[src/fdc_pkg.sv]
// shared constants for the diskette command port
`default_nettype none
package fdc_pkg;
  // host addresses
  localparam logic [9:0] MSR_ADDR = 10'h3f4;
  localparam logic [9:0] DATA_ADDR = 10'h3f5;
  // handshake status bit positions
  localparam int RQM_BIT = 7;
  localparam int DIO_BIT = 6;
  localparam int NDMA_BIT = 5;
  localparam int BUSY_BIT = 4;
  localparam int DRV1_BIT = 1;
  localparam int DRV0_BIT = 0;
  // command codes, low five bits of the first byte
  localparam logic [4:0] OP_READ = 5'h06;
  localparam logic [4:0] OP_READ_DEL = 5'h0c;
  localparam logic [4:0] OP_READ_TRK = 5'h02;
  localparam logic [4:0] OP_READ_ID = 5'h0a;
  localparam logic [4:0] OP_WRITE = 5'h05;
  localparam logic [4:0] OP_WRITE_DEL = 5'h09;
  localparam logic [4:0] OP_FORMAT = 5'h0d;
  localparam logic [4:0] OP_RECAL = 5'h07;
  localparam logic [4:0] OP_SENSE_INT = 5'h08;
  localparam logic [4:0] OP_SPECIFY = 5'h03;
  localparam logic [4:0] OP_SENSE_DRV = 5'h04;
  localparam logic [4:0] OP_SEEK = 5'h0f;
  localparam logic [3:0] PARAMS_BAD = 4'hf;
  // parameter byte slots of the data commands
  localparam int P_UNIT = 0;
  localparam int P_CYL = 1;
  localparam int P_HEAD = 2;
  localparam int P_REC = 3;
  localparam int P_SIZE = 4;
  localparam int P_LAST_SEC = 5;
  localparam int P_GAP = 6;
  localparam int P_XFER_LEN = 7;
  localparam int P_FMT_GAP = 3;
  localparam int P_HEAD_SEL_BIT = 2;
  localparam int P_ND_BIT = 0;
  // status byte values
  localparam logic [7:0] ST0_INVALID = 8'h80;
  localparam logic [7:0] ST0_SEEK_END = 8'h20;
  localparam logic [2:0] RES_LEN_DATA = 3'h7;
  // timing
  localparam int CLK_PERIOD_NS = 4;
  localparam int MS_NS = 1000000;
  localparam int CYC_PER_MS = MS_NS / CLK_PERIOD_NS;
  localparam logic [4:0] STEP_BASE_MS = 5'h10;
  localparam logic [7:0] UNLOAD_MIN_MS = 8'h10;
  // data buffer
  localparam int BYTE_W = 8;
  localparam int FIFO_DEPTH = 16;
  // command phases
  typedef enum logic [2:0] {
    PH_IDLE = 3'b000,
    PH_CMD = 3'b001,
    PH_HLOAD = 3'b010,
    PH_EXEC = 3'b011,
    PH_RESULT = 3'b100
  } phase_t;
endpackage
`default_nettype wire

[src/byte_fifo.sv]
// first-in first-out buffer with valid/ready on both sides
`timescale 1ns/1ps
`default_nettype none
module byte_fifo #(
  parameter int WIDTH = 8,
  parameter int DEPTH = 16
) (
  // clock and reset
  input wire logic ref_clk_in,
  input wire logic rst_in,
  input wire logic flush_in,
  // fill side
  input wire logic in_valid_in,
  input wire logic [WIDTH-1:0] in_data_in,
  output logic in_ready_out,
  // drain side
  output logic out_valid_out,
  output logic [WIDTH-1:0] out_data_out,
  input wire logic out_ready_in
);
  localparam int AW = $clog2(DEPTH);
  logic [WIDTH-1:0] mem_q [DEPTH];
  logic [AW-1:0] wp_q;
  logic [AW-1:0] rp_q;
  logic [AW:0] cnt_q;
  logic push;
  logic pop;

  // full and empty come straight from the occupancy count
  assign in_ready_out = (cnt_q != (AW+1)'(DEPTH));
  assign out_valid_out = (cnt_q != '0);
  assign out_data_out = mem_q[rp_q];
  assign push = in_valid_in && in_ready_out;
  assign pop = out_valid_out && out_ready_in;

  // storage has no reset, only pointers matter
  always_ff @(posedge ref_clk_in) begin
    if (push) begin
      mem_q[wp_q] <= in_data_in;
    end
  end

  // pointers and count
  always_ff @(posedge ref_clk_in) begin
    if (rst_in || flush_in) begin
      wp_q <= '0;
      rp_q <= '0;
      cnt_q <= '0;
    end else begin
      if (push) begin
        wp_q <= (wp_q == AW'(DEPTH-1)) ? '0 : wp_q + 1'b1;
      end
      if (pop) begin
        rp_q <= (rp_q == AW'(DEPTH-1)) ? '0 : rp_q + 1'b1;
      end
      cnt_q <= cnt_q + (AW+1)'(push) - (AW+1)'(pop);
    end
  end
endmodule
`default_nettype wire

[src/fdc_host_port.sv]
// diskette controller host command, execution and result port
`timescale 1ns/1ps
`default_nettype none
module fdc_host_port #(
  parameter int unsigned CYC_PER_MS = fdc_pkg::CYC_PER_MS
) (
  // clock and reset
  input wire logic ref_clk_in,
  input wire logic rst_in,
  // host i/o port
  input wire logic [9:0] addr_in,
  input wire logic rd_in,
  input wire logic wr_in,
  input wire logic [7:0] wr_data_in,
  output logic [7:0] rd_data_out,
  // execution request to the media engine
  output logic exec_start_out,
  output logic [4:0] exec_op_out,
  output logic [1:0] drive_select_field_out,
  output logic head_select_out,
  output logic [7:0] cylinder_out,
  output logic [7:0] sector_out,
  output logic [15:0] sector_bytes_out,
  output logic [7:0] last_sector_on_track_out,
  output logic [7:0] inter_sector_gap_length_out,
  input wire logic exec_done_in,
  input wire logic [7:0] exec_st0_in,
  input wire logic [7:0] exec_st1_in,
  input wire logic [7:0] exec_st2_in,
  input wire logic [7:0] exec_sector_in,
  // data from the disk
  input wire logic fromdisk_valid_in,
  input wire logic [7:0] fromdisk_data_in,
  output logic fromdisk_ready_out,
  // data to the disk
  output logic todisk_valid_out,
  output logic [7:0] todisk_data_out,
  input wire logic todisk_ready_in,
  // drive signals
  output logic step_out,
  output logic step_dir_out,
  output logic head_load_out,
  input wire logic write_protect_in,
  input wire logic drive_ready_in
);
  fdc_pkg::phase_t phase_q;
  logic [4:0] op_q;
  logic [3:0] cnt_q;
  logic [3:0] need_q;
  logic [7:0] par_q [9];
  logic [7:0] res_q [7];
  logic [2:0] rcnt_q;
  logic [2:0] rlen_q;
  logic todisk_q;
  logic [3:0] step_code_q;
  logic [3:0] unload_code_q;
  logic [6:0] hlt_q;
  logic nondma_q;
  logic seek_act_q;
  logic seek_drv_q;
  logic [7:0] ncn_q;
  logic [7:0] pcn_q [2];
  logic [1:0] int_pend_q;
  logic head_loaded_q;
  logic rqm;
  logic dio;
  logic [7:0] msr;
  logic wr_dp;
  logic rd_dp;
  logic last_par;
  logic seek_go;
  logic sense_go;
  logic sense_drv;
  logic seek_unit;
  logic load_start;
  logic load_done;
  logic unload_start;
  logic unload_done;
  logic step_start;
  logic step_exp;
  logic fifo_in_valid;
  logic [7:0] fifo_in_data;
  logic fifo_in_ready;
  logic fifo_out_valid;
  logic [7:0] fifo_out_data;
  logic fifo_out_ready;

  // parameter bytes after the opcode, PARAMS_BAD when undecoded
  function automatic logic [3:0] params_of(input logic [4:0] op);
    case (op)
      fdc_pkg::OP_READ, fdc_pkg::OP_READ_DEL, fdc_pkg::OP_READ_TRK,
      fdc_pkg::OP_WRITE, fdc_pkg::OP_WRITE_DEL: params_of = 4'h8;
      fdc_pkg::OP_FORMAT: params_of = 4'h5;
      fdc_pkg::OP_SPECIFY, fdc_pkg::OP_SEEK: params_of = 4'h2;
      fdc_pkg::OP_READ_ID, fdc_pkg::OP_RECAL, fdc_pkg::OP_SENSE_DRV: params_of = 4'h1;
      fdc_pkg::OP_SENSE_INT: params_of = 4'h0;
      default: params_of = fdc_pkg::PARAMS_BAD;
    endcase
  endfunction

  // bytes per sector from the size code
  function automatic logic [15:0] sector_bytes(input logic [7:0] n, input logic [7:0] transfer_length_limit);
    if (n == 8'h00) begin
      sector_bytes = {8'h00, transfer_length_limit};
    end else begin
      sector_bytes = 16'h0080 << n[2:0];
    end
  endfunction

  // host strobes that really move a byte; others are ignored
  assign wr_dp = wr_in && (addr_in == fdc_pkg::DATA_ADDR) && rqm && !dio;
  assign rd_dp = rd_in && (addr_in == fdc_pkg::DATA_ADDR) && rqm && dio;
  assign last_par = (cnt_q == need_q - 4'h1);

  // ready and direction per phase
  always_comb begin
    rqm = 1'b0;
    dio = 1'b0;
    case (phase_q)
      fdc_pkg::PH_IDLE, fdc_pkg::PH_CMD: begin
        rqm = 1'b1;
      end
      fdc_pkg::PH_EXEC: begin
        rqm = todisk_q ? fifo_in_ready : fifo_out_valid;
        dio = !todisk_q;
      end
      fdc_pkg::PH_RESULT: begin
        rqm = 1'b1;
        dio = 1'b1;
      end
      default: begin
        rqm = 1'b0;
      end
    endcase
  end

  // handshake status byte
  always_comb begin
    msr = 8'h00;
    msr[fdc_pkg::RQM_BIT] = rqm;
    msr[fdc_pkg::DIO_BIT] = dio;
    msr[fdc_pkg::NDMA_BIT] = nondma_q && (phase_q == fdc_pkg::PH_EXEC);
    msr[fdc_pkg::BUSY_BIT] = (phase_q != fdc_pkg::PH_IDLE);
    msr[fdc_pkg::DRV1_BIT] = seek_act_q && seek_drv_q;
    msr[fdc_pkg::DRV0_BIT] = seek_act_q && !seek_drv_q;
  end

  // seek, sense and head-load events from the host command bytes
  assign seek_go = (phase_q == fdc_pkg::PH_CMD) && wr_dp && last_par &&
                   (op_q == fdc_pkg::OP_SEEK || op_q == fdc_pkg::OP_RECAL);
  assign sense_go = (phase_q == fdc_pkg::PH_IDLE) && wr_dp &&
                    (wr_data_in[4:0] == fdc_pkg::OP_SENSE_INT);
  assign sense_drv = !int_pend_q[0];
  assign load_start = (phase_q == fdc_pkg::PH_CMD) && wr_dp && last_par &&
                      (params_of(op_q) >= 4'h5 || op_q == fdc_pkg::OP_READ_ID) &&
                      (!head_loaded_q || unload_done); // head unloading this cycle must load again
  // recal carries its unit in its only byte, which is still on the bus
  assign seek_unit = (op_q == fdc_pkg::OP_RECAL) ? wr_data_in[0] : par_q[fdc_pkg::P_UNIT][0];
  assign unload_start = (phase_q == fdc_pkg::PH_EXEC) && exec_done_in;

  // command sequencer: phases, parameter capture and result stack
  always_ff @(posedge ref_clk_in) begin
    if (rst_in) begin
      phase_q <= fdc_pkg::PH_IDLE;
      op_q <= 5'h00;
      cnt_q <= 4'h0;
      need_q <= 4'h0;
      rcnt_q <= 3'h0;
      rlen_q <= 3'h0;
      todisk_q <= 1'b0;
      exec_start_out <= 1'b0;
      step_code_q <= 4'h0;
      unload_code_q <= 4'h0;
      hlt_q <= 7'h00;
      nondma_q <= 1'b0;
    end else begin
      exec_start_out <= 1'b0;
      case (phase_q)
        fdc_pkg::PH_IDLE: begin
          if (wr_dp) begin
            op_q <= wr_data_in[4:0];
            cnt_q <= 4'h0;
            need_q <= params_of(wr_data_in[4:0]);
            rcnt_q <= 3'h0;
            if (params_of(wr_data_in[4:0]) == fdc_pkg::PARAMS_BAD) begin
              res_q[0] <= fdc_pkg::ST0_INVALID;
              rlen_q <= 3'h1;
              phase_q <= fdc_pkg::PH_RESULT;
            end else if (wr_data_in[4:0] == fdc_pkg::OP_SENSE_INT) begin
              res_q[0] <= (int_pend_q == 2'b00) ? fdc_pkg::ST0_INVALID :
                          (fdc_pkg::ST0_SEEK_END | {7'h00, sense_drv});
              res_q[1] <= pcn_q[sense_drv];
              rlen_q <= (int_pend_q == 2'b00) ? 3'h1 : 3'h2;
              phase_q <= fdc_pkg::PH_RESULT;
            end else begin
              phase_q <= fdc_pkg::PH_CMD;
            end
          end
        end
        fdc_pkg::PH_CMD: begin
          if (wr_dp) begin
            par_q[cnt_q] <= wr_data_in;
            cnt_q <= cnt_q + 4'h1;
            if (last_par) begin
              case (op_q)
                fdc_pkg::OP_SPECIFY: begin
                  step_code_q <= par_q[0][7:4];
                  unload_code_q <= par_q[0][3:0];
                  hlt_q <= wr_data_in[7:1];
                  nondma_q <= wr_data_in[fdc_pkg::P_ND_BIT];
                  phase_q <= fdc_pkg::PH_IDLE;
                end
                fdc_pkg::OP_SEEK, fdc_pkg::OP_RECAL: begin
                  phase_q <= fdc_pkg::PH_IDLE;
                end
                fdc_pkg::OP_SENSE_DRV: begin
                  res_q[0] <= {1'b0, write_protect_in, drive_ready_in,
                               pcn_q[wr_data_in[0]] == 8'h00, 1'b1, wr_data_in[2:0]};
                  rlen_q <= 3'h1;
                  phase_q <= fdc_pkg::PH_RESULT;
                end
                default: begin
                  todisk_q <= (op_q == fdc_pkg::OP_WRITE) || (op_q == fdc_pkg::OP_WRITE_DEL) ||
                              (op_q == fdc_pkg::OP_FORMAT);
                  phase_q <= fdc_pkg::PH_HLOAD;
                end
              endcase
            end
          end
        end
        fdc_pkg::PH_HLOAD: begin
          if (head_loaded_q || load_done) begin
            exec_start_out <= 1'b1;
            phase_q <= fdc_pkg::PH_EXEC;
          end
        end
        fdc_pkg::PH_EXEC: begin
          if (exec_done_in) begin
            res_q[0] <= {exec_st0_in[7:3], head_select_out, drive_select_field_out};
            res_q[1] <= exec_st1_in;
            res_q[2] <= exec_st2_in;
            res_q[3] <= par_q[fdc_pkg::P_CYL];
            res_q[4] <= par_q[fdc_pkg::P_HEAD];
            res_q[5] <= exec_sector_in;
            res_q[6] <= par_q[fdc_pkg::P_SIZE];
            rlen_q <= fdc_pkg::RES_LEN_DATA;
            phase_q <= fdc_pkg::PH_RESULT;
          end
        end
        fdc_pkg::PH_RESULT: begin
          if (rd_dp) begin
            rcnt_q <= rcnt_q + 3'h1;
            if (rcnt_q == rlen_q - 3'h1) begin
              phase_q <= fdc_pkg::PH_IDLE;
            end
          end
        end
        default: begin
          phase_q <= fdc_pkg::PH_IDLE;
        end
      endcase
    end
  end

  // read data: the status byte, one result stack register or a buffer byte; anything else reads zero
  always_ff @(posedge ref_clk_in) begin
    if (rst_in) begin
      rd_data_out <= 8'h00;
    end else if (rd_in) begin
      if (addr_in == fdc_pkg::MSR_ADDR) begin
        rd_data_out <= msr;
      end else if (rd_dp && phase_q == fdc_pkg::PH_RESULT) begin
        rd_data_out <= res_q[rcnt_q];
      end else if (rd_dp) begin
        rd_data_out <= fifo_out_data;
      end else begin
        rd_data_out <= 8'h00;
      end
    end
  end

  // media request fields come from the captured opcode and parameter bytes
  assign exec_op_out = op_q;
  assign drive_select_field_out = par_q[fdc_pkg::P_UNIT][1:0];
  assign head_select_out = par_q[fdc_pkg::P_UNIT][fdc_pkg::P_HEAD_SEL_BIT];
  assign cylinder_out = par_q[fdc_pkg::P_CYL];
  assign sector_out = par_q[fdc_pkg::P_REC];
  assign sector_bytes_out = sector_bytes(par_q[fdc_pkg::P_SIZE], par_q[fdc_pkg::P_XFER_LEN]);
  assign last_sector_on_track_out = par_q[fdc_pkg::P_LAST_SEC];
  assign inter_sector_gap_length_out = (op_q == fdc_pkg::OP_FORMAT) ?
         par_q[fdc_pkg::P_FMT_GAP] : par_q[fdc_pkg::P_GAP];

  // execution data buffer, direction set by the command
  assign fifo_in_valid = (phase_q == fdc_pkg::PH_EXEC) &&
                         (todisk_q ? wr_dp : fromdisk_valid_in);
  assign fifo_in_data = todisk_q ? wr_data_in : fromdisk_data_in;
  assign fromdisk_ready_out = (phase_q == fdc_pkg::PH_EXEC) && !todisk_q && fifo_in_ready;
  assign todisk_valid_out = todisk_q && fifo_out_valid;
  assign todisk_data_out = fifo_out_data;
  assign fifo_out_ready = todisk_q ? todisk_ready_in : rd_dp;

  byte_fifo #(.WIDTH(fdc_pkg::BYTE_W), .DEPTH(fdc_pkg::FIFO_DEPTH)) u_fifo (
    .ref_clk_in(ref_clk_in),
    .rst_in(rst_in),
    .flush_in(unload_start),
    .in_valid_in(fifo_in_valid),
    .in_data_in(fifo_in_data),
    .in_ready_out(fifo_in_ready),
    .out_valid_out(fifo_out_valid),
    .out_data_out(fifo_out_data),
    .out_ready_in(fifo_out_ready)
  );

  // head load and unload; a new load cancels a pending unload
  ms_delay_timer #(.CYC_PER_MS(CYC_PER_MS)) u_load_tmr (
    .ref_clk_in(ref_clk_in),
    .rst_in(rst_in),
    .start_in(load_start),
    .abort_in(1'b0),
    .ms_in({hlt_q, 1'b0}),
    .busy_out(),
    .expired_out(load_done)
  );
  ms_delay_timer #(.CYC_PER_MS(CYC_PER_MS)) u_unload_tmr (
    .ref_clk_in(ref_clk_in),
    .rst_in(rst_in),
    .start_in(unload_start),
    .abort_in(phase_q == fdc_pkg::PH_HLOAD),
    .ms_in((unload_code_q == 4'h0) ? fdc_pkg::UNLOAD_MIN_MS : {unload_code_q, 4'h0}),
    .busy_out(),
    .expired_out(unload_done)
  );

  always_ff @(posedge ref_clk_in) begin
    if (rst_in) begin
      head_loaded_q <= 1'b0;
    end else if (load_done) begin
      head_loaded_q <= 1'b1;
    end else if (unload_done) begin
      head_loaded_q <= 1'b0;
    end
  end
  assign head_load_out = head_loaded_q || (phase_q == fdc_pkg::PH_HLOAD);

  // step engine: one step per interval until the target cylinder
  ms_delay_timer #(.CYC_PER_MS(CYC_PER_MS)) u_step_tmr (
    .ref_clk_in(ref_clk_in),
    .rst_in(rst_in),
    .start_in(step_start),
    .abort_in(1'b0),
    .ms_in({3'h0, fdc_pkg::STEP_BASE_MS - {1'b0, step_code_q}}),
    .busy_out(),
    .expired_out(step_exp)
  );
  assign step_start = (seek_go && !seek_act_q) ||
                      (step_exp && pcn_q[seek_drv_q] != ncn_q);

  // a second seek while one runs is dropped; set beats a sense clear
  always_ff @(posedge ref_clk_in) begin
    if (rst_in) begin
      seek_act_q <= 1'b0;
      seek_drv_q <= 1'b0;
      ncn_q <= 8'h00;
      pcn_q[0] <= 8'h00;
      pcn_q[1] <= 8'h00;
      int_pend_q <= 2'b00;
      step_out <= 1'b0;
      step_dir_out <= 1'b0;
    end else begin
      step_out <= 1'b0;
      if (sense_go && int_pend_q != 2'b00) begin
        int_pend_q[sense_drv] <= 1'b0;
      end
      if (seek_go && !seek_act_q) begin
        seek_act_q <= 1'b1;
        seek_drv_q <= seek_unit;
        ncn_q <= (op_q == fdc_pkg::OP_SEEK) ? wr_data_in : 8'h00;
      end else if (step_exp) begin
        if (pcn_q[seek_drv_q] == ncn_q) begin
          seek_act_q <= 1'b0;
          int_pend_q[seek_drv_q] <= 1'b1;
        end else begin
          step_out <= 1'b1;
          step_dir_out <= (ncn_q > pcn_q[seek_drv_q]);
          pcn_q[seek_drv_q] <= (ncn_q > pcn_q[seek_drv_q]) ?
                               pcn_q[seek_drv_q] + 8'h01 : pcn_q[seek_drv_q] - 8'h01;
        end
      end
    end
  end

  // checks
  AST_RESULT_READY: assert property (@(posedge ref_clk_in) disable iff (rst_in)
    phase_q == fdc_pkg::PH_RESULT |-> msr[7] && msr[6]) else $error("result phase not ready");
  AST_WRITE_DIR: assert property (@(posedge ref_clk_in) disable iff (rst_in)
    phase_q == fdc_pkg::PH_EXEC && todisk_q |-> !msr[6]) else $error("wrong direction on write");
  AST_NDMA_SHOW: assert property (@(posedge ref_clk_in) disable iff (rst_in)
    phase_q == fdc_pkg::PH_EXEC |-> msr[5] == nondma_q) else $error("non-dma bit wrong");
  AST_BUSY: assert property (@(posedge ref_clk_in) disable iff (rst_in)
    phase_q == fdc_pkg::PH_HLOAD |-> msr[4] && !msr[7]) else $error("busy missing while loading");
  AST_SEEK_BITS: assert property (@(posedge ref_clk_in) disable iff (rst_in)
    seek_go && !seek_act_q && seek_unit |=> msr[1] && !msr[0]) else $error("drive 1 seek not shown");
  AST_RSVD: assert property (@(posedge ref_clk_in) disable iff (rst_in)
    msr[3:2] == 2'b00) else $error("reserved bits set");
  AST_EXEC_ENTRY: assert property (@(posedge ref_clk_in) disable iff (rst_in)
    phase_q == fdc_pkg::PH_HLOAD && (head_loaded_q || load_done) |=> phase_q == fdc_pkg::PH_EXEC && exec_start_out)
    else $error("execution not started");
  AST_RESULT_ENTRY: assert property (@(posedge ref_clk_in) disable iff (rst_in)
    phase_q == fdc_pkg::PH_EXEC && exec_done_in |=> phase_q == fdc_pkg::PH_RESULT ##0 rlen_q == 3'h7)
    else $error("result phase missed");
  AST_BAD_OP: assert property (@(posedge ref_clk_in) disable iff (rst_in)
    phase_q == fdc_pkg::PH_IDLE && wr_dp && params_of(wr_data_in[4:0]) == fdc_pkg::PARAMS_BAD
    |=> phase_q == fdc_pkg::PH_RESULT && res_q[0] == 8'h80) else $error("invalid opcode not flagged");
  AST_XFER_LEN: assert property (@(posedge ref_clk_in) disable iff (rst_in)
    par_q[fdc_pkg::P_SIZE] == 8'h00 |-> sector_bytes_out == {8'h00, par_q[fdc_pkg::P_XFER_LEN]})
    else $error("data length not used");
endmodule
`default_nettype wire

[src/ms_delay_timer.sv]
// millisecond delay timer with its own prescaler
`timescale 1ns/1ps
`default_nettype none
module ms_delay_timer #(
  parameter int unsigned CYC_PER_MS = 250000
) (
  // clock and reset
  input wire logic ref_clk_in,
  input wire logic rst_in,
  // control
  input wire logic start_in,
  input wire logic abort_in,
  input wire logic [7:0] ms_in,
  // status
  output logic busy_out,
  output logic expired_out
);
  localparam int PW = $clog2(CYC_PER_MS);
  logic [PW-1:0] pre_q;
  logic [7:0] left_q;

  // prescaler restarts on start so the first millisecond is whole
  always_ff @(posedge ref_clk_in) begin
    if (rst_in) begin
      busy_out <= 1'b0;
      expired_out <= 1'b0;
      pre_q <= '0;
      left_q <= 8'h00;
    end else begin
      expired_out <= 1'b0;
      if (abort_in) begin
        busy_out <= 1'b0;
      end else if (start_in) begin
        busy_out <= 1'b1;
        pre_q <= '0;
        left_q <= (ms_in == 8'h00) ? 8'h01 : ms_in; // zero would wrap and run 256 ms
      end else if (busy_out) begin
        if (pre_q == PW'(CYC_PER_MS - 1)) begin
          pre_q <= '0;
          if (left_q == 8'h01) begin
            busy_out <= 1'b0;
            expired_out <= 1'b1;
          end else begin
            left_q <= left_q - 8'h01;
          end
        end else begin
          pre_q <= pre_q + 1'b1;
        end
      end
    end
  end
endmodule
`default_nettype wire
[config.mk]
export PLATFORM = sky130hd
export DESIGN_NAME = fdc_host_port
export DESIGN_NICKNAME = d
export VERILOG_FILES = /design/src/fdc_pkg.sv /design/src/byte_fifo.sv /design/src/fdc_host_port.sv /design/src/ms_delay_timer.sv
export SDC_FILE = /design/constraint.sdc
export NUM_CORES = 1
export LEC_CHECK = 0
export BUFFER_PORTS_ARGS = -buffer_cell sky130_fd_sc_hd__clkbuf_2
export CAP_MARGIN = 20
export CORE_AREA = 2 2 216 218
export CTS_CLUSTER_DIAMETER = 150
export CTS_CLUSTER_SIZE = 8
export DETAILED_ROUTE_END_ITERATION = 12
export DIE_AREA = 0 0 218 220
export SLEW_MARGIN = 10
export SYNTH_ARGS = -nofsm -noshare
export SYNTH_HDL_FRONTEND = slang
export SYNTH_HIERARCHICAL = 1
export SYNTH_SLANG_ARGS = --single-unit
[constraint.sdc]
create_clock -name ref_clk_in -period 3.7 [get_ports ref_clk_in]
set_input_delay 0.74 -clock ref_clk_in [delete_from_list [all_inputs] [get_ports ref_clk_in]]
set_output_delay 0.74 -clock ref_clk_in [all_outputs]
set_load 0.1 [all_outputs]
# Word level (Yosys, flattened, before mapping)

Memories as Yosys holds them, arrays and structs flattened. A register that Yosys moved wholly into a read port is not among the register bits.
Index checks and enable logic that the tools add are counted.

Logic and storage cells: 364
Memories: 7
Memory bits (read-only): 192
Input port bits: 67
Flip-flop bits (word level): 160
Bits in writable memories: 272
Output and inout port bits: 78

Memories:

| name            | words | bits a word | rd ports | clocked after memory_dff | wr ports | RTL line            | source |
|---|---|---|---|---|---|---|---|
| u_fifo.mem_q    | 16    | 8           | 1        | 1                        | 1        | byte_fifo.sv:22     | `logic [WIDTH-1:0] mem_q [DEPTH];` |
| par_q           | 9     | 8           | 8        | 0                        | 1        | fdc_host_port.sv:50 | `logic [7:0] par_q [9];` |
| (no name shown) | 16    | 4           | 1        | 0                        | 0        | fdc_host_port.sv:90 | `case (op)` |
| (no name shown) | 16    | 4           | 1        | 0                        | 0        | fdc_host_port.sv:90 |  |
| (no name shown) | 16    | 4           | 1        | 1                        | 0        | fdc_host_port.sv:90 |  |
| res_q           | 7     | 8           | 1        | 1                        | 7        | fdc_host_port.sv:51 | `logic [7:0] res_q [7];` |
| +1 memories     | --    | --          | --       | --                       | --       | --                  |  |

Reduce and logical (&&, ||, !) cells: 91
Shift operators: 1
Muxes and demuxes: 149
Add/subtract/negate cells: 17
Equality and inequality tests: 41
$lt $le $gt $ge: 6
Bitwise logic cells: 17

Operator list:

| operator                                            | number |
|---|---|
| 2-to-1 mux 8 bit                                    | 28 |
| 2-to-1 mux 18 bit                                   | 5 |
| 2-to-1 mux 1 bit                                    | 65 |
| 2-to-1 mux 3 bit                                    | 20 |
| 2-to-1 mux 4 bit                                    | 14 |
| adder 18 x 1 -> 18 bit, second input constant       | 3 |
| equality test 18 bit, second input constant         | 3 |
| logical NOT 8 bit                                   | 5 |
| subtractor 8 x 1 -> 8 bit, second input constant    | 4 |
| logical AND 1 bit                                   | 29 |
| equality test 5 x 4 -> 1 bit, second input constant | 5 |
| equality test 8 x 1 -> 1 bit, second input constant | 3 |
| nonzero test 2 bit                                  | 12 |
| equality test 10 bit, second input constant         | 2 |
| inequality test 2 bit, second input constant        | 10 |
| 2-to-1 mux 16 bit                                   | 1 |
| << shifter 8 x 3 -> 16 bit, first input constant    | 1 |
| equality test 5 x 3 -> 1 bit, second input constant | 3 |
| one-hot mux 3 bit (5 select lines)                  | 1 |
| AND reduction 3 bit                                 | 5 |
| AND reduction 7 bit                                 | 2 |
| adder 4 x 1 -> 4 bit, second input constant         | 3 |
| equality test 4 bit, second input constant          | 3 |
| 2-to-1 mux 2 bit                                    | 6 |
| other kinds (47)                                    | 89 |

# Longest topological paths before layout

Gate-level depths: netlist of run 1.

Depth after elaboration: 17
Gate-level depth with buffers: 20
Gate-level depth less buffers: 19

# By module

Netlist of run 1, hierarchy kept.

By module, submodules not included:

| module         | times used | area an instance (um^2) | sequential area each (um^2) | cells each |
|---|---|---|---|---|
| fdc_host_port  | 1          | 9813.2                  | 5505.3                      | 853 |
| byte_fifo      | 1          | 5824.3                  | 4184.0                      | 307 |
| ms_delay_timer | 3          | 1556.5                  | 560.5                       | 187 |

# Worst setup path after synthesis of run 1

No wires, ideal clock.

Path type: reg-to-output
Start: mem par_q[4][0]
End: out sector_bytes_out[7]
Stages on the path, launching flop included: 3
Data required time: 2.960 ns
Data arrival time: 3.470 ns
Path slack: -0.510 ns
Path buffers: 1
Cells stage by stage: edfxtp_1 > clkbuf_1 > nor4_1

RTL lines:

| element            | RTL line            | source |
|---|---|---|
| start: declaration | fdc_host_port.sv:50 |  |
| end: declaration   | fdc_host_port.sv:23 | `output logic [15:0] sector_bytes_out,` |

==> results of run 1 <==
-- worst min-delay path by stage --
stage	endpoint	slack, ns	cells past startpoint
floorplan	res_q[4][0]$_DFFE_PP_	0.40	0
global placement	res_q[4][2]$_DFFE_PP_	0.40	0
detailed placement	res_q[4][7]$_DFFE_PP_	0.41	0
CTS	res_q[2][7]$_DFFE_PP_	0.24	1
global route	res_q[2][7]$_DFFE_PP_	0.26	1
finish	res_q[2][7]$_DFFE_PP_	0.29	1
-- layout by cell type (no fill, tap or decap), types with 8 or more instances in the layout --
| cell type | instances |
|---|---|
| a211oi_1 | 8 |
| a21o_1 | 12 |
| a21oi_1 | 87 |
| a22oi_1 | 17 |
| a311oi_1 | 10 |
| a31oi_1 | 11 |
| and2_1 | 32 |
| and3_1 | 37 |
| and4_1 | 12 |
| buf_4 | 73 |
| clkbuf_1 | 39 |
| clkbuf_16 | 61 |
| clkbuf_2 | 139 |
| conb_1 | 25 |
| dfxtp_1 | 170 |
| edfxtp_1 | 264 |
| ha_1 | 50 |
| inv_1 | 72 |
| mux2_2 | 24 |
| mux2i_1 | 58 |
| mux4_1 | 14 |
| mux4_2 | 26 |
| nand2_1 | 117 |
| nand2b_1 | 13 |
| nand3_1 | 48 |
| nand4_1 | 27 |
| nor2_1 | 170 |
| nor2b_1 | 15 |
| nor3_1 | 37 |
| nor4_1 | 15 |
| o21ai_0 | 64 |
| xnor2_1 | 22 |
| xor2_1 | 32 |
-- kinds of logic after synthesis --
| logic type | synth area share |
|---|---|
| xor+xnor | 0.0245 |
| mux | 0.0914 |
| flops | 0.560 |
| simple gates | 0.154 |
| fa+ha+maj | 0.0328 |
| other cells | 0.000185 |
| compound gates | 0.103 |
| buf+inv | 0.0338 |
-- critical path, cell delays in order, from the launching register on --
cell and delay, ns:
dfxtp_2 0.34, buf_12 0.24, mux4_1 0.59, a22oi_1 0.35, nand2_1 0.16, clkbuf_2 0.41
-- power by group --
part | switching, W | internal [W] | leakage (nW)
clock | 0.00206 | 0.00305 | 0.830
sequential | 0.00000802 | 0.00515 | 3.80
combinational | 0.000198 | 0.0000887 | 4.06
-- routing by layer --
layer  vias to the layer above  wire (um)  part of all wire  track usage
li1                       6828          -                 -            -
met1                      7031      21800              0.44        0.274
met4                         2       1330             0.027       0.0717
met3                        92       2670             0.054       0.0359
met5                         -         13           0.00026            0
met2                       368      23700              0.48        0.336
-- through the flow --
| step | cells | total power [W] | instance area (um^2) |
|---|---|---|---|
| final | 2586 | 0.0106 | 23900 |
| after global routing | 2586 | 0.0109 | 23900 |
| after CTS | 2585 | 0.0107 | 23800 |
| after detailed placement | 2482 | 0.00554 | 22100 |
| after global placement | 2482 | 0.00554 | 22100 |
| after floorplan | 1745 | 0.00541 | 20400 |
-- layout make-up --
| cell class | count | area [um^2] |
|---|---|---|
| inverter | 72 | 270 |
| clock inverter | 3 | 80.1 |
| timing repair buffer | 216 | 1320 |
| fill | 4028 | 22000 |
| tap | 607 | 759 |
| clock buffer | 100 | 1670 |
| multi-input combinational | 1151 | 8420 |
| antenna | 1 | 2.50 |
| sequential | 436 | 11400 |
-- registers in the layout, indices dropped and copies added, names as in the netlist, 4 cells and up, named ones only --
name                 flops
step_code_q              4
u_fifo/wp_q              4
u_load_tmr/left_q        8
u_fifo/cnt_q             5
par_q                   64
u_fifo/mem_q           128
u_fifo/rp_q              4
u_unload_tmr/pre_q      18
u_unload_tmr/left_q      8
u_step_tmr/pre_q        18
exec_op_out              5
pcn_q                   16
u_step_tmr/left_q        8
ncn_q                    8
hlt_q                    7
res_q                   56
rd_data_out              8
u_load_tmr/pre_q        18
cnt_q                    4
unload_code_q            4
need_q                   4
-- what timing repair did --
| item | CTS | global route |
|---|---|---|
| endpoints found under the setup margin | 0 | 17 |
| hold endpoints to repair | 0 | 0 |
| resized for setup | 0 | 11 |
==> results_dict.tcl, run 1 <==
set metrics [dict create \
    status "finished clean" \
    drt_iter0_markers 1027 \
    hpwl_um 34000 \
    synth_most_common_cell "edfxtp_1" \
    htreeDepth 2 \
    min_period_ns 3.50 \
    vias 14300 \
    finalSetupViolations 0 \
    worst-r2r-cell-count 18 \
    syn_avg_cell_area_um2 11.8 \
    synth_common_cells "edfxtp_1, dfxtp_1, nor2_1" \
    hold_viol 0 \
    nets 2056 \
    r2r_end "u_fifo/cnt_q[4]$_SDFF_PP0_" \
    grt_max_degree 50 \
    clkLatencyLatePin_ns 0.63 \
    die_x_um 218 \
    ant_nets 0 \
    finalCritPeriodShare 0.947 \
    cp-end-kind "primary output" \
    netlist.area_leader.share 0.390 \
    worst_slack_ns 0.195 \
    root_buffer "clkbuf_16" \
    ys_types 95 \
    cts_buffer_depth 3 \
    leakagePower_nw 8.69 \
    area_growth_pct 17.7 \
    synth_top_area_cell "edfxtp_1" \
    ys_seq_area_frac 0.560 \
    design.core.area_um2 45900 \
    crit_path_end "todisk_data_out[2]" \
    die_h_um 220 \
    worstMarginPinSlew_ns 0.852 \
    initial_core_util 0.443 \
    powerDensity_nw_per_um2 442 \
    skew_ns 0.0546 \
    ios 145 \
    track_usage 0.205 \
    wire_per_inst_um 19.2 \
    syn_area_um2 20300 \
    cts_hold_buf 0 \
    drive_above_1_share 0.200 \
    postCtsSetupBuffers 0 \
    grt_pass1_wl_um 76400 \
    antenna_found_initial 2 \
    vdd_ir_drop_max_mv 0.503 \
    port-buffer-count 140 \
    cp_data_required_time_ns 2.96 \
    r2r_slack_ns 0.24 \
    drv_cap 0 \
    rsz0062_at_grt "no" \
    synthFlopType "edfxtp_1" \
    dieArea_um2 48000 \
    r2r_start "u_fifo/cnt_q[2]$_SDFF_PP0_" \
    syn_inst 1721 \
    synth_edf_count 264 \
    grt_overflow_total 0 \
    setup-tns-final_ns 0 \
    cts_made_buffers 60 \
    critPathLaunchType "flip-flop" \
    cts_tree "built" \
    arrival_ns 2.76 \
    drtPass1Iterations 7 \
    post-route-util 0.521 \
    cts.sinks 436 \
    path_clk_slew_ns 0.05 \
    hp-start "exec_st2_in[7]" \
    grt_pass1_vias 13800 \
    relSlewSlack 0.431 \
    core.rowCount 79 \
    min_path_type "primary input to flip-flop" \
    drcViolationCount 0 \
    via_per_inst 5.54 \
    wl_um 49500 \
    maxSlewViolCount 0 \
    gp_congestion 0.858 \
    criticalPathCategory "flip-flop to primary output" \
    synth_area_leaders "edfxtp_1, dfxtp_1, nor2_1" \
    ys_warn_count 6 \
    max_freq_ghz 0.285 \
    ys_seq_elements 436 \
    synthArstFlopShare 0 \
    pre_cts_slack_ns -0.143 \
    fin_hold_ws_ns 0.285 \
    crit_fanout 32 \
]
Note: power is estimated with default switching activity, not from simulation.
==> run 2: changes to the inputs <==
--- a/config.mk
+++ b/config.mk
@@ -12,6 +12,7 @@
 export CTS_CLUSTER_SIZE = 8
 export DETAILED_ROUTE_END_ITERATION = 12
 export DIE_AREA = 0 0 218 220
+export MAX_ROUTING_LAYER = met4
 export SLEW_MARGIN = 10
 export SYNTH_ARGS = -nofsm -noshare
 export SYNTH_HDL_FRONTEND = slang
==> results_dict.tcl, run 2 (synthesized netlist as in run 1, its figures left out) <==
set metrics [dict create \
    placed_cell_area_um2 22100 \
    drv_cap 0 \
    clkLatencyLatePin_ns 0.64 \
    mostFrequentLayoutCell "edfxtp_1" \
    gp_congestion 0.872 \
    power.total_w 0.0106 \
    reg.largest.list "u_fifo/mem_q x128, par_q x64, res_q x56" \
    min_path_type "primary input to flip-flop" \
    drive_above_1_share 0.200 \
    port-buffer-count 140 \
    crit_fanout 32 \
    cp_data_required_time_ns 2.96 \
    hpwl_um 34000 \
    maxSlewViolCount 0 \
    initial_core_util 0.443 \
    vdd_ir_drop_max_mv 0.503 \
    relSlewSlack 0.433 \
    wire_per_inst_um 19.1 \
    ios 145 \
    root_buffer "clkbuf_16" \
    fin_area_um2 23900 \
    criticalPathCategory "flip-flop to primary output" \
    cts_hold_buf 0 \
    grt_overflow_total 0 \
    via_per_inst 5.52 \
    dieArea_um2 48000 \
    grt_pass1_wl_um 76300 \
    critPathLaunchType "flip-flop" \
    hold_viol 0 \
    antenna_found_initial 2 \
    design.core.area_um2 45900 \
    grt_pass1_vias 13800 \
    finalSetupViolations 0 \
    min_period_ns 3.50 \
    drcViolationCount 0 \
    powerDensity_nw_per_um2 442 \
    cts.sinks 436 \
    drtPass1Iterations 5 \
    die_x_um 218 \
    finalCritPeriodShare 0.947 \
    ant_nets 0 \
    leakagePower_nw 8.69 \
    nets 2056 \
    path_clk_slew_ns 0.05 \
    grt_max_degree 50 \
    htreeDepth 2 \
    top_register "u_fifo/mem_q" \
    wl_um 49300 \
    largest_reg_flops 128 \
    rsz0062_at_grt "no" \
    area_growth_pct 17.7 \
    arrival_ns 2.76 \
    vias 14300 \
    track_usage 0.210 \
    postCtsSetupBuffers 0 \
    skew_ns 0.0554 \
    status "finished clean" \
    cts_made_buffers 60 \
    setup-tns-final_ns 0 \
    max_freq_ghz 0.285 \
    drt_iter0_markers 908 \
    cp-end-kind "primary output" \
    worstMarginPinSlew_ns 0.849 \
    cts_tree "built" \
    core.rowCount 79 \
    die_h_um 220 \
    cts_buffer_depth 3 \
    most-common-layout-cells "edfxtp_1, nor2_1, dfxtp_1, clkbuf_2, nand2_1" \
]
## run 2: changes by cell type in the layout (fill, tap and decap cells not counted), sizes merged
cell   delta
diode     +1
## run 2: worst paths after layout
path | end | slack [ns] | depth (start not counted) | from
hold reg to reg | res_q[4][3]$_DFFE_PP_ | 0.41 | 0 | par_q[2][3]$_DFFE_PP_
hold / removal | res_q[2][6]$_DFFE_PP_ | 0.29 | 1 | exec_st2_in[6]
setup reg to reg | u_fifo/cnt_q[4]$_SDFF_PP0_ | 0.24 | 18 | u_fifo/cnt_q[3]$_SDFF_PP0_
setup / recovery | todisk_data_out[2] | 0.20 | 5 | flip-flop
## run 2: cell type report
type                    count  area, um^2
fillers                  4028       22000
flip-flops and latches    436       11400
clock inverters             3        80.1
inverters                  72         270
multi-input cells        1151        8420
repair buffers            216        1320
well taps                 607         759
diodes                      2        5.00
clock buffers             100        1670
## run 2: layer usage
layer	global-route usage	part of all wire	routed length, um	up-vias
met5	-	0	0	-
met4	0.0717	0.028	1390	0
met3	0.0356	0.051	2500	101
met2	0.336	0.48	23600	341
met1	0.273	0.44	21800	7006
li1	-	-	-	6823
## run 2: worst max-delay path, cell delays in order, from the launching register on
cell and delay [ns]:
dfxtp_2 0.34, buf_12 0.24, mux4_1 0.59, a22oi_1 0.36, nand2_1 0.16, clkbuf_2 0.40
## run 2: power breakdown
group	internal [W]	switching, W	leakage [nW]
clock	0.00305	0.00206	0.830
sequential	0.00515	0.00000791	3.80
combinational	0.0000887	0.000197	4.06
total	0.00829	0.00226	8.69
## run 2: metrics by stage
step	hold WS, ns	util	instances	worst slack, ns
CTS	0.243	0.520	2585	0.0120
global placement	0.403	0.482	2482	-0.0405
detailed placement	0.405	0.482	2482	-0.143
floorplan	0.400	-	1745	0.0313
finish	0.286	0.521	2587	0.196
global route	0.264	0.521	2587	0.0147
## run 2: what timing repair did
| item | CTS | global route |
|---|---|---|
| endpoints found under the setup margin | 0 | 16 |
| resized for setup | 0 | 11 |
| hold endpoints to repair | 0 | 0 |
==> run 3: changes to the inputs <==
--- a/config.mk
+++ b/config.mk
@@ -8,6 +8,7 @@
 export BUFFER_PORTS_ARGS = -buffer_cell sky130_fd_sc_hd__clkbuf_2
 export CAP_MARGIN = 20
 export CORE_AREA = 2 2 216 218
+export CTS_BUF_LIST = sky130_fd_sc_hd__clkbuf_8
 export CTS_CLUSTER_DIAMETER = 150
 export CTS_CLUSTER_SIZE = 8
 export DETAILED_ROUTE_END_ITERATION = 12
==> results_dict.tcl, run 3 (synthesized netlist as in run 1, its figures left out) <==
set metrics [dict create \
    status "finished clean" \
    top_register "u_fifo/mem_q" \
    cts.sinks 436 \
    worst-r2r-cell-count 18 \
    path_clk_slew_ns 0.07 \
    die_x_um 218 \
    drt_iter0_markers 916 \
    vdd_ir_drop_max_mv 0.483 \
    dieArea_um2 48000 \
    mostFrequentLayoutCell "edfxtp_1" \
    hold_viol 0 \
    wl_um 48800 \
    clkLatencyLatePin_ns 0.70 \
    p_sw_w 0.00201 \
    hp-start "exec_st2_in[7]" \
    drcViolationCount 0 \
    critPathLaunchType "flip-flop" \
    r2r_start "u_fifo/cnt_q[3]$_SDFF_PP0_" \
    die_h_um 220 \
    largest_reg_flops 128 \
    rsz0062_at_grt "no" \
    min_path_type "primary input to flip-flop" \
    placed_cells 2482 \
    finalCritPeriodShare 0.957 \
    clkPwrFrac 0.384 \
    hpwl_um 34000 \
    gp_congestion 0.872 \
    wire_per_inst_um 18.9 \
    cts_tree "built" \
    maxSlewViolCount 0 \
    nets 2056 \
    htreeDepth 2 \
    setup-tns-final_ns 0 \
    layoutNonFillerInstCount 2587 \
    ant_nets 0 \
    r2r_slack_ns 0.23 \
    reg.largest.list "u_fifo/mem_q x128, par_q x64, res_q x56" \
    worstMarginPinSlew_ns 0.848 \
    antenna_found_initial 2 \
    grt_pass1_vias 13700 \
    root_buffer "clkbuf_8" \
    grt_max_degree 50 \
    initial_core_util 0.443 \
    p_sw_frac 0.228 \
    area_growth_pct 14.3 \
    powerDensity_nw_per_um2 381 \
    vias 14200 \
    relSlewSlack 0.434 \
    cts_made_buffers 60 \
    max_freq_ghz 0.283 \
    postCtsSetupBuffers 0 \
    port-buffer-count 140 \
    min_to "res_q[2][7]$_DFFE_PP_" \
    grt_overflow_total 0 \
    most-common-layout-cells "edfxtp_1, nor2_1, dfxtp_1, clkbuf_2, nand2_1" \
    power_frac_comb 0.032 \
    min_period_ns 3.54 \
    p_seq_frac 0.583 \
    ios 145 \
    criticalPathCategory "flip-flop to primary output" \
    via_per_inst 5.49 \
    core.rowCount 79 \
    holdPathStages 1 \
    drive_above_1_share 0.200 \
    drv_cap 0 \
    drtPass1Iterations 7 \
    cts_buffer_depth 3 \
    crit_fanout 32 \
    p_int_w 0.00682 \
    cp_data_required_time_ns 2.96 \
    design.core.area_um2 45900 \
    cp-end-kind "primary output" \
    leakagePower_nw 8.54 \
    arrival_ns 2.80 \
    r2r_end "u_fifo/cnt_q[4]$_SDFF_PP0_" \
    finalSetupViolations 0 \
    cts_hold_buf 0 \
    skew_ns 0.0572 \
    track_usage 0.208 \
    grt_pass1_wl_um 75400 \
]
==> run 3: critical path, cell delays in order (launching register included) <==
cell and delay (ns):
dfxtp_2 0.34, buf_12 0.25, mux4_1 0.59, a22oi_1 0.35, nand2_1 0.15, clkbuf_2 0.40
==> run 3: final cells by class <==
cell class | count | area, um^2
antenna | 2 | 5.00
clock buffer | 60 | 826
clock inverter | 43 | 228
fill | 4151 | 22700
inverter | 72 | 270
multi-input combinational | 1151 | 8420
sequential | 436 | 11400
tap | 607 | 759
timing repair buffer | 216 | 1320
==> run 3: per-stage QoR <==
step | total power, W | worst slack, ns | hold slack, ns | instance area, um^2 | utilization
global route | 0.00919 | 0.0236 | 0.195 | 23200 | 0.506
floorplan | 0.00541 | 0.0313 | 0.400 | 20400 | -
detailed placement | 0.00554 | -0.143 | 0.405 | 22100 | 0.482
finish | 0.00883 | 0.161 | 0.238 | 23200 | 0.506
global placement | 0.00554 | -0.0405 | 0.403 | 22100 | 0.482
CTS | 0.00898 | 0.0102 | 0.166 | 23100 | 0.505
==> run 3: layer usage <==
layer	track usage	share of wire
met4	0.0739	0.030
met2	0.331	0.47
met3	0.0356	0.050
met1	0.269	0.45
met5	-	0
==> run 3: timing repair <==
item / in CTS / in global routing
resized for setup: 0 / 12
endpoints found under the setup margin: 0 / 17
endpoints found under the hold margin: 0 / 0
==> run 3: how the worst max path moves through the flow <==
stage                                        endpoint  slack, ns  cells after the start
finish                             todisk_data_out[2]       0.16                      5
global route        u_step_tmr/left_q[6]$_SDFFE_PP0P_       0.02                     14
CTS                        u_fifo/cnt_q[4]$_SDFF_PP0_       0.01                     18
detailed placement         u_fifo/cnt_q[4]$_SDFF_PP0_      -0.14                     17
global placement           u_fifo/cnt_q[4]$_SDFF_PP0_      -0.04                     17
floorplan           u_load_tmr/left_q[2]$_SDFFE_PP0P_       0.03                     10
==> run 3: power by group through the flow <==
| stage | clock network (W) | registers, W | logic (W) |
|---|---|---|---|
| 2_1_floorplan | 0 | 0.00528 | 0.000132 |
| 3_3_place_gp | 0 | 0.00526 | 0.000280 |
| 3_5_place_dp | 0 | 0.00526 | 0.000285 |
| 4_1_cts | 0.00354 | 0.00515 | 0.000286 |
| 5_1_grt | 0.00374 | 0.00515 | 0.000310 |
| 6_report | 0.00340 | 0.00515 | 0.000286 |
